$ cat src/fccd_cfg.svh
`ifndef FCCD_CFG_SVH
`define FCCD_CFG_SVH
// Opcodes
`define FCCD_OP_IDLE       8'h00
`define FCCD_OP_RST_ARM    8'h66
`define FCCD_OP_RST_FIRE   8'h99
`define FCCD_OP_WR_ARM     8'h06
`define FCCD_OP_WR_DISARM  8'h04
`define FCCD_OP_BOOST      8'h68
`define FCCD_OP_ID_QUERY   8'h9F
`define FCCD_OP_PAGE_PGM   8'h02
`define FCCD_OP_QPAGE_PGM  8'h38
`define FCCD_OP_SECT_WIPE  8'h20
`define FCCD_OP_BLK32_WIPE 8'h52
`define FCCD_OP_BLK64_WIPE 8'hD8
`define FCCD_OP_CHIP_WIPE  8'h60
`define FCCD_OP_STAT_WR    8'h01
`define FCCD_OP_PAUSE      8'hB0
`define FCCD_OP_LOCK_WR    8'h2F
`define FCCD_OP_PROT_PICK  8'h68
`define FCCD_OP_ARR_LOCK   8'h7E
`define FCCD_OP_ARR_UNLOCK 8'h98
// Opcode clocks per mode
`define FCCD_SPI_CLKS      4'd8
`define FCCD_QUAD_CLKS     4'd2
// ID field widths
`define FCCD_ID_BITS       5'd24
`endif

$ cat src/fccd_pkg.sv
`default_nettype none
package fccd_pkg;
  typedef enum logic [1:0] {
    FCCD_IDLE,
    FCCD_OPCODE,
    FCCD_IDOUT,
    FCCD_IGNORE
  } fccd_state_type;

  typedef struct packed {
    logic       writeLatch;
    logic       boostActive;
    logic       resetArmed;
  } fccd_flags_type;

  typedef struct packed {
    logic [7:0] opcode;
    logic       valid;
  } fccd_cmd_type;
endpackage
`default_nettype wire

$ cat src/fccd_decoder.sv
`default_nettype none
`include "fccd_cfg.svh"
module fccd_decoder
  import fccd_pkg::*;
#(
  parameter logic [7:0]  MANUF_ID  = 8'hA5,    // Arbitrary value
  parameter logic [15:0] DEVICE_ID = 16'h5A_3C  // Arbitrary value
) (
  input  wire logic       clk,
  input  wire logic       sys_rst,
  input  wire logic       hwResetN,
  input  wire logic       chipSelectN,
  input  wire logic       serialClk,
  input  wire logic [3:0] quadIoIn,
  input  wire logic       quadCommandMode,
  input  wire logic       pgmEraseBusy,
  output logic            serialOut,
  output logic            serialOutEn,
  output logic            writeLatch,
  output logic            boostActive,
  output logic            softResetPulse,
  output logic            cmdValid,
  output logic [7:0]      cmdOpcode,
  output logic            cmdBoosted
);
  ////////////////////////////////////////////////////////////////////////////
  // Pin synchronisers
  logic [3:0] ioMeta_reg;
  logic [3:0] ioSync_reg;
  logic [2:0] pinMeta_reg;
  logic [2:0] pinSync_reg;
  logic       sclkLast_reg;
  always_ff @(posedge clk) begin
    ioMeta_reg  <= quadIoIn;
    ioSync_reg  <= ioMeta_reg;
    pinMeta_reg <= {chipSelectN, serialClk, hwResetN};
    pinSync_reg <= pinMeta_reg;
    sclkLast_reg <= pinSync_reg[1];
  end

  wire csN       = pinSync_reg[2];
  wire sclk      = pinSync_reg[1];
  wire hwRstN    = pinSync_reg[0];
  wire sclkRise  = sclk & ~sclkLast_reg;
  wire sclkFall  = ~sclk & sclkLast_reg;
  wire anyReset  = sys_rst | ~hwRstN;

  ////////////////////////////////////////////////////////////////////////////
  // Opcode capture
  fccd_state_type state_reg;
  fccd_state_type state_next;
  logic [7:0]     shift_reg;
  logic [3:0]     bitCnt_reg;
  logic [4:0]     idCnt_reg;
  logic [23:0]    idShift_reg;
  fccd_flags_type flags_reg;
  fccd_flags_type flags_next;
  logic           quadLatched_reg;

  wire [7:0] shiftSpi  = {shift_reg[6:0], ioSync_reg[0]};
  wire [7:0] shiftQuad = {shift_reg[3:0], ioSync_reg};
  wire [7:0] shiftNew  = quadLatched_reg ? shiftQuad : shiftSpi;
  wire [3:0] opClks    = quadLatched_reg ? `FCCD_QUAD_CLKS : `FCCD_SPI_CLKS;
  wire       opDone    = (state_reg == FCCD_OPCODE) && sclkRise && !csN
                         && (bitCnt_reg == opClks - 4'd1);
  wire [7:0] op        = shiftNew;

  wire isProgErase = (op == `FCCD_OP_PAGE_PGM) || (op == `FCCD_OP_QPAGE_PGM)
                  || (op == `FCCD_OP_SECT_WIPE) || (op == `FCCD_OP_BLK32_WIPE)
                  || (op == `FCCD_OP_BLK64_WIPE) || (op == `FCCD_OP_CHIP_WIPE);
  wire isContent   = isProgErase || (op == `FCCD_OP_STAT_WR);
  // Shared code: boost wins over scheme pick
  wire isBoost     = (op == `FCCD_OP_BOOST);
  wire isLatchClr  = isContent || (op == `FCCD_OP_LOCK_WR)
                  || (op == `FCCD_OP_ARR_LOCK) || (op == `FCCD_OP_ARR_UNLOCK)
                  || (op == `FCCD_OP_PROT_PICK);
  // id only in SPI and when idle
  wire idAccept    = (op == `FCCD_OP_ID_QUERY) && !quadLatched_reg && !pgmEraseBusy;
  wire fireOk      = (op == `FCCD_OP_RST_FIRE) && flags_reg.resetArmed;
  wire pauseOk     = (op == `FCCD_OP_PAUSE) && !flags_reg.boostActive;
  wire contentOk   = isContent && flags_reg.writeLatch;

  always_comb begin
    state_next = state_reg;
    unique case (state_reg)
      FCCD_IDLE:   if (!csN) state_next = FCCD_OPCODE;
      FCCD_OPCODE: if (csN) state_next = FCCD_IDLE;
                   else if (opDone) state_next = idAccept ? FCCD_IDOUT : FCCD_IGNORE;
      FCCD_IDOUT:  if (csN) state_next = FCCD_IDLE;
      FCCD_IGNORE: if (csN) state_next = FCCD_IDLE;
    endcase
  end

  always_comb begin
    flags_next = flags_reg;
    if (opDone) begin
      flags_next.resetArmed = (op == `FCCD_OP_RST_ARM);
      if (op == `FCCD_OP_WR_ARM) flags_next.writeLatch = 1'b1;
      if ((op == `FCCD_OP_WR_DISARM) || pauseOk || fireOk
          || (isLatchClr && !isBoost && flags_reg.writeLatch)) flags_next.writeLatch = 1'b0;
      if (isBoost && flags_reg.writeLatch) flags_next.boostActive = 1'b1;
      if ((isProgErase && flags_reg.writeLatch) || fireOk) flags_next.boostActive = 1'b0;
    end
  end

  always_ff @(posedge clk) begin
    if (sys_rst) begin
      state_reg       <= FCCD_IDLE;
      shift_reg       <= 8'h00;
      bitCnt_reg      <= 4'h0;
      quadLatched_reg <= 1'b0;
    end else begin
      state_reg <= state_next;
      if (state_reg == FCCD_IDLE) begin
        bitCnt_reg      <= 4'h0;
        quadLatched_reg <= quadCommandMode;
      end else if (state_reg == FCCD_OPCODE && sclkRise) begin
        shift_reg  <= shiftNew;
        bitCnt_reg <= bitCnt_reg + 4'd1;
      end
    end
  end

  always_ff @(posedge clk) begin
    if (anyReset) begin
      flags_reg <= '0;
    end else begin
      flags_reg <= flags_next;
    end
  end

  ////////////////////////////////////////////////////////////////////////////
  // ID output and command strobe
  always_ff @(posedge clk) begin
    if (sys_rst) begin
      idShift_reg    <= 24'h0000_00;
      idCnt_reg      <= 5'h00;
      serialOut      <= 1'b0;
      serialOutEn    <= 1'b0;
      softResetPulse <= 1'b0;
      cmdValid       <= 1'b0;
      cmdOpcode      <= 8'h00;
      cmdBoosted     <= 1'b0;
    end else begin
      softResetPulse <= opDone && fireOk;
      cmdValid       <= opDone && (contentOk || pauseOk);
      cmdOpcode      <= opDone ? op : cmdOpcode;
      // boost only on an allowed command
      cmdBoosted     <= opDone && isProgErase && flags_reg.writeLatch
                        && flags_reg.boostActive;
      if (opDone && idAccept) begin
        idShift_reg <= {MANUF_ID, DEVICE_ID};
        idCnt_reg   <= 5'h00;
      end
      // shift ID out MSB first on falling edge
      if (state_reg == FCCD_IDOUT && !csN && sclkFall && idCnt_reg < `FCCD_ID_BITS) begin
        serialOut   <= idShift_reg[23];
        serialOutEn <= 1'b1;
        idShift_reg <= {idShift_reg[22:0], 1'b0};
        idCnt_reg   <= idCnt_reg + 5'd1;
      end else if (csN || state_reg != FCCD_IDOUT) begin
        serialOutEn <= 1'b0;
      end
    end
  end

  always_ff @(posedge clk) begin
    if (sys_rst) begin
      writeLatch  <= 1'b0;
      boostActive <= 1'b0;
    end else begin
      writeLatch  <= flags_reg.writeLatch;
      boostActive <= flags_reg.boostActive;
    end
  end
endmodule
`default_nettype wire

$ cat config.mk
export PLATFORM = sky130hd
export DESIGN_NAME = fccd_decoder
export DESIGN_NICKNAME = d
export VERILOG_FILES = /design/src/fccd_pkg.sv /design/src/fccd_decoder.sv
export VERILOG_INCLUDE_DIRS = /design/src
export SDC_FILE = /design/constraint.sdc
export NUM_CORES = 1
export LEC_CHECK = 0
export BUFFER_PORTS_ARGS = -buffer_cell sky130_fd_sc_hd__buf_2
export CAP_MARGIN = 20
export CORE_ASPECT_RATIO = 1.25
export CORE_MARGIN = 2
export CORE_UTILIZATION = 30
export DETAILED_ROUTE_END_ITERATION = 16
export GPL_TIMING_DRIVEN = 0
export SLEW_MARGIN = 0
export SYNTH_ARGS = -nofsm -noshare
export SYNTH_HDL_FRONTEND = slang
export SYNTH_SLANG_ARGS = --single-unit
export TNS_END_PERCENT = 30
$ cat constraint.sdc
create_clock -name clk -period 2.26 [get_ports clk]
set_input_delay 0.226 -clock clk [delete_from_list [all_inputs] [get_ports clk]]
set_output_delay 0.226 -clock clk [all_outputs]
set_load 0.005 [all_outputs]
==> flow_metrics.tcl <==
set metrics [dict create \
    ios 26 \
    numCtsBuffers 9 \
    cts-root-buf "clkbuf_16" \
    leakagePower_uw 0.00141 \
    period_share_pct 99.0 \
    hold_viol_final 0 \
    vias 2715 \
    slew_viol_final 0 \
    port_buffers 24 \
    insertion_delay_ns 0.34 \
    wl_microns 7720 \
    synth_flop_cell "dfxtp_1" \
    crit_type "reg2reg" \
    cts.path.max_buffers 2 \
    cp_max_fo 10 \
    slew_headroom_pct 59.9 \
    die-area_sq_um 11000 \
    synth_cell_types 50 \
    clk_pin_slew_worst_paths_ns 0.06 \
    regArea_sq_um 1480 \
    wl_per_cell_microns 14.4 \
    cts_num_sinks 74 \
    gr-usage-met1_pct 17.0 \
    syn_nets 362 \
    worst_setup_path_start_kind "flip-flop" \
    cp-end-kind "flip-flop" \
    p_total_uw 2930 \
    cts_tree "done" \
    dr.pass1.iters 4 \
    synth.area.top_cells "dfxtp_1 (49%), nor2_1 (5.7%), nor3_1 (4.8%), a21oi_1 (3.9%), a211oi_1 (3.7%)" \
    dp_hpwl_microns 5260 \
    grt_usage_pct 14.7 \
    synthesis.area_sq_um 3050 \
    finalNetCount 414 \
    rows 41 \
    remaining_drc_errors 0 \
    dp_slack_ns -0.227 \
    powerDensity_nw_per_um2 763 \
    finalClockSkew_ns 0.00604 \
    netlist.area_leader.share_pct 48.6 \
    required_ns 2.49 \
    use_met2_pct 24.4 \
    arrival_ns 2.47 \
    crit_start "quadLatched_reg$_SDFFE_PP0P_" \
    synth-seq-cells 74 \
    grt_util_met3_pct 4.26 \
    setup_ws_ns 0.0235 \
    overflow 0 \
    n_fill_cell 1028 \
    clock.fmax_mhz 447 \
    drive_above_1_share_pct 20.4 \
    tightest_slew_ns 0.602 \
    status "finished clean" \
    core_sq_um 10000 \
    finalSetupViolCount 0 \
    holdCritPathClass "in2reg" \
    die_w_microns 94.2 \
    yosysWarnings 0 \
    globalplace.congestion 0.935 \
    htreeDepth 3 \
    ant_nets 0 \
    hold_slack_ns 0.130 \
    peakVddDrop_uv 401 \
    r2r_start "quadLatched_reg$_SDFFE_PP0P_" \
    maxCapViolations 0 \
    syn_inst 349 \
    layout-area-overhead-vs-synth_pct 25.9 \
    busiest_layer "met2" \
    routed_via_density 5.07 \
    postSynth.asyncResetShare_pct 0 \
    die_height_microns 117 \
    grt_max_degree 14 \
    drtIter0Drc 162 \
    synth_common_cells "dfxtp_1 (74), nor2_1 (46), nor3_1 (29)" \
    initial_core_util_pct 30.5 \
    synth_top_cell_by_area "dfxtp_1" \
    holdCritStartpoint "quadCommandMode" \
    antenna_found_initial 0 \
    multi_input_area_sq_um 1440 \
    synth_edf_count 0 \
    rsz0062_at_grt "yes" \
    grt_pass1_vias 2532 \
    grt_pass1_wl_microns 12400 \
    antenna_cells 0 \
    largest_reg_flops 22 \
    yosysSeqAreaShare_pct 48.6 \
    avgSynthCellArea_sq_um 8.74 \
    period_needed_ns 2.24 \
    yosysMostFrequentCell "dfxtp_1" \
]
[through the flow]
step           TNS, ns  utilization (%)  cells  cell area [sq um]
2_1_floorplan        0                -    349               3050
3_3_place_gp     -1.64             33.3    502               3330
3_5_place_dp     -2.14             33.3    502               3330
4_1_cts        -0.0526             37.2    525               3720
5_1_grt         -0.929             38.4    535               3840
6_report             0             38.4    535               3840
[logic make-up (layout without fill, tap and decap cells)]
kind of cell | count (synthesis) | count (layout) | synth area share [%]
adders and majority gates | 2 | 2 | 0.821
xor gates and xnor gates | 6 | 6 | 1.72
muxes | 7 | 7 | 2.30
AOI/OAI and AO/OA | 66 | 66 | 14.2
buffers and inverters | 34 | 91 | 5.46
and+or+nand+nor | 160 | 160 | 27.0
DFF | 74 | 74 | 48.6
[power by group]
part / total (uW) / leakage, uW / switching (uW) / internal [uW]
Combinational: 142 / 0.000659 / 82.9 / 59.5
Sequential: 1350 / 0.000603 / 20.6 / 1330
Clock: 1440 / 0.000152 / 555 / 885
[layer usage]
| metal | share of wire, % | vias to the layer above |
|---|---|---|
| li1 | - | 1341 |
| met1 | 41 | 1276 |
| met2 | 50 | 71 |
| met3 | 4.8 | 27 |
| met4 | 4.0 | 0 |
| met5 | 0 | - |
[placed cells by master (no fill, tap or decap), types with 3 or more instances in the layout]
master,Yosys,final
dfxtp_1,74,72
nor2_1,46,46
buf_2,7,30
nor3_1,29,29
nand2_1,26,26
a21oi_1,24,23
nand3_1,17,17
a211oi_1,15,15
clkbuf_1,16,11
buf_4,0,11
clkbuf_16,0,9
mux2i_1,7,7
dlygate4sd3_1,0,7
inv_1,6,6
a31oi_1,6,6
buf_6,4,5
nand2b_1,4,4
nor3b_1,4,4
or2_2,4,4
xnor2_1,4,4
nor2b_1,4,4
and2_1,3,3
nand4_1,3,3
o21ai_0,4,3
a21o_1,3,3
nand3b_1,3,3
clkinv_4,0,3
[final cells by class]
type / instances / area share (%)
Timing Repair Buffer: 44 / 7.53
Tap cell: 129 / 4.21
Multi-Input combinational cell: 241 / 37.4
Clock inverter: 6 / 1.73
Buffer: 25 / 3.65
Clock buffer: 10 / 6.23
Sequential cell: 74 / 38.7
Inverter: 6 / 0.587
[path summary, 6_finish.rpt]
check	cells after the start	slack, ns	end
max reg2reg	6	0.02	cmdBoosted$_SDFF_PP0_
max	6	0.02	cmdBoosted$_SDFF_PP0_
min reg2reg	0	0.32	ioSync_reg[1]$_DFF_P_
min	3	0.13	quadLatched_reg$_SDFFE_PP0P_
[critical path, stage by stage (launching register included)]
cell      delay, ns
dfxtp_1        0.33
clkbuf_4       0.19
or3b_2         0.46
a21o_1         0.17
a311oi_1       0.42
o21ai_0        0.23
nor4b_1        0.32
[what timing repair did]
action	in CTS	in global routing
setup endpoints to repair	27	31
endpoints found under the hold margin	7	0
resized for setup	3	12
pin swaps	2	6
gates cloned	0	1
hold buffers	7	0
buffers inserted	0	12
(Power assumes the default switching activity.)
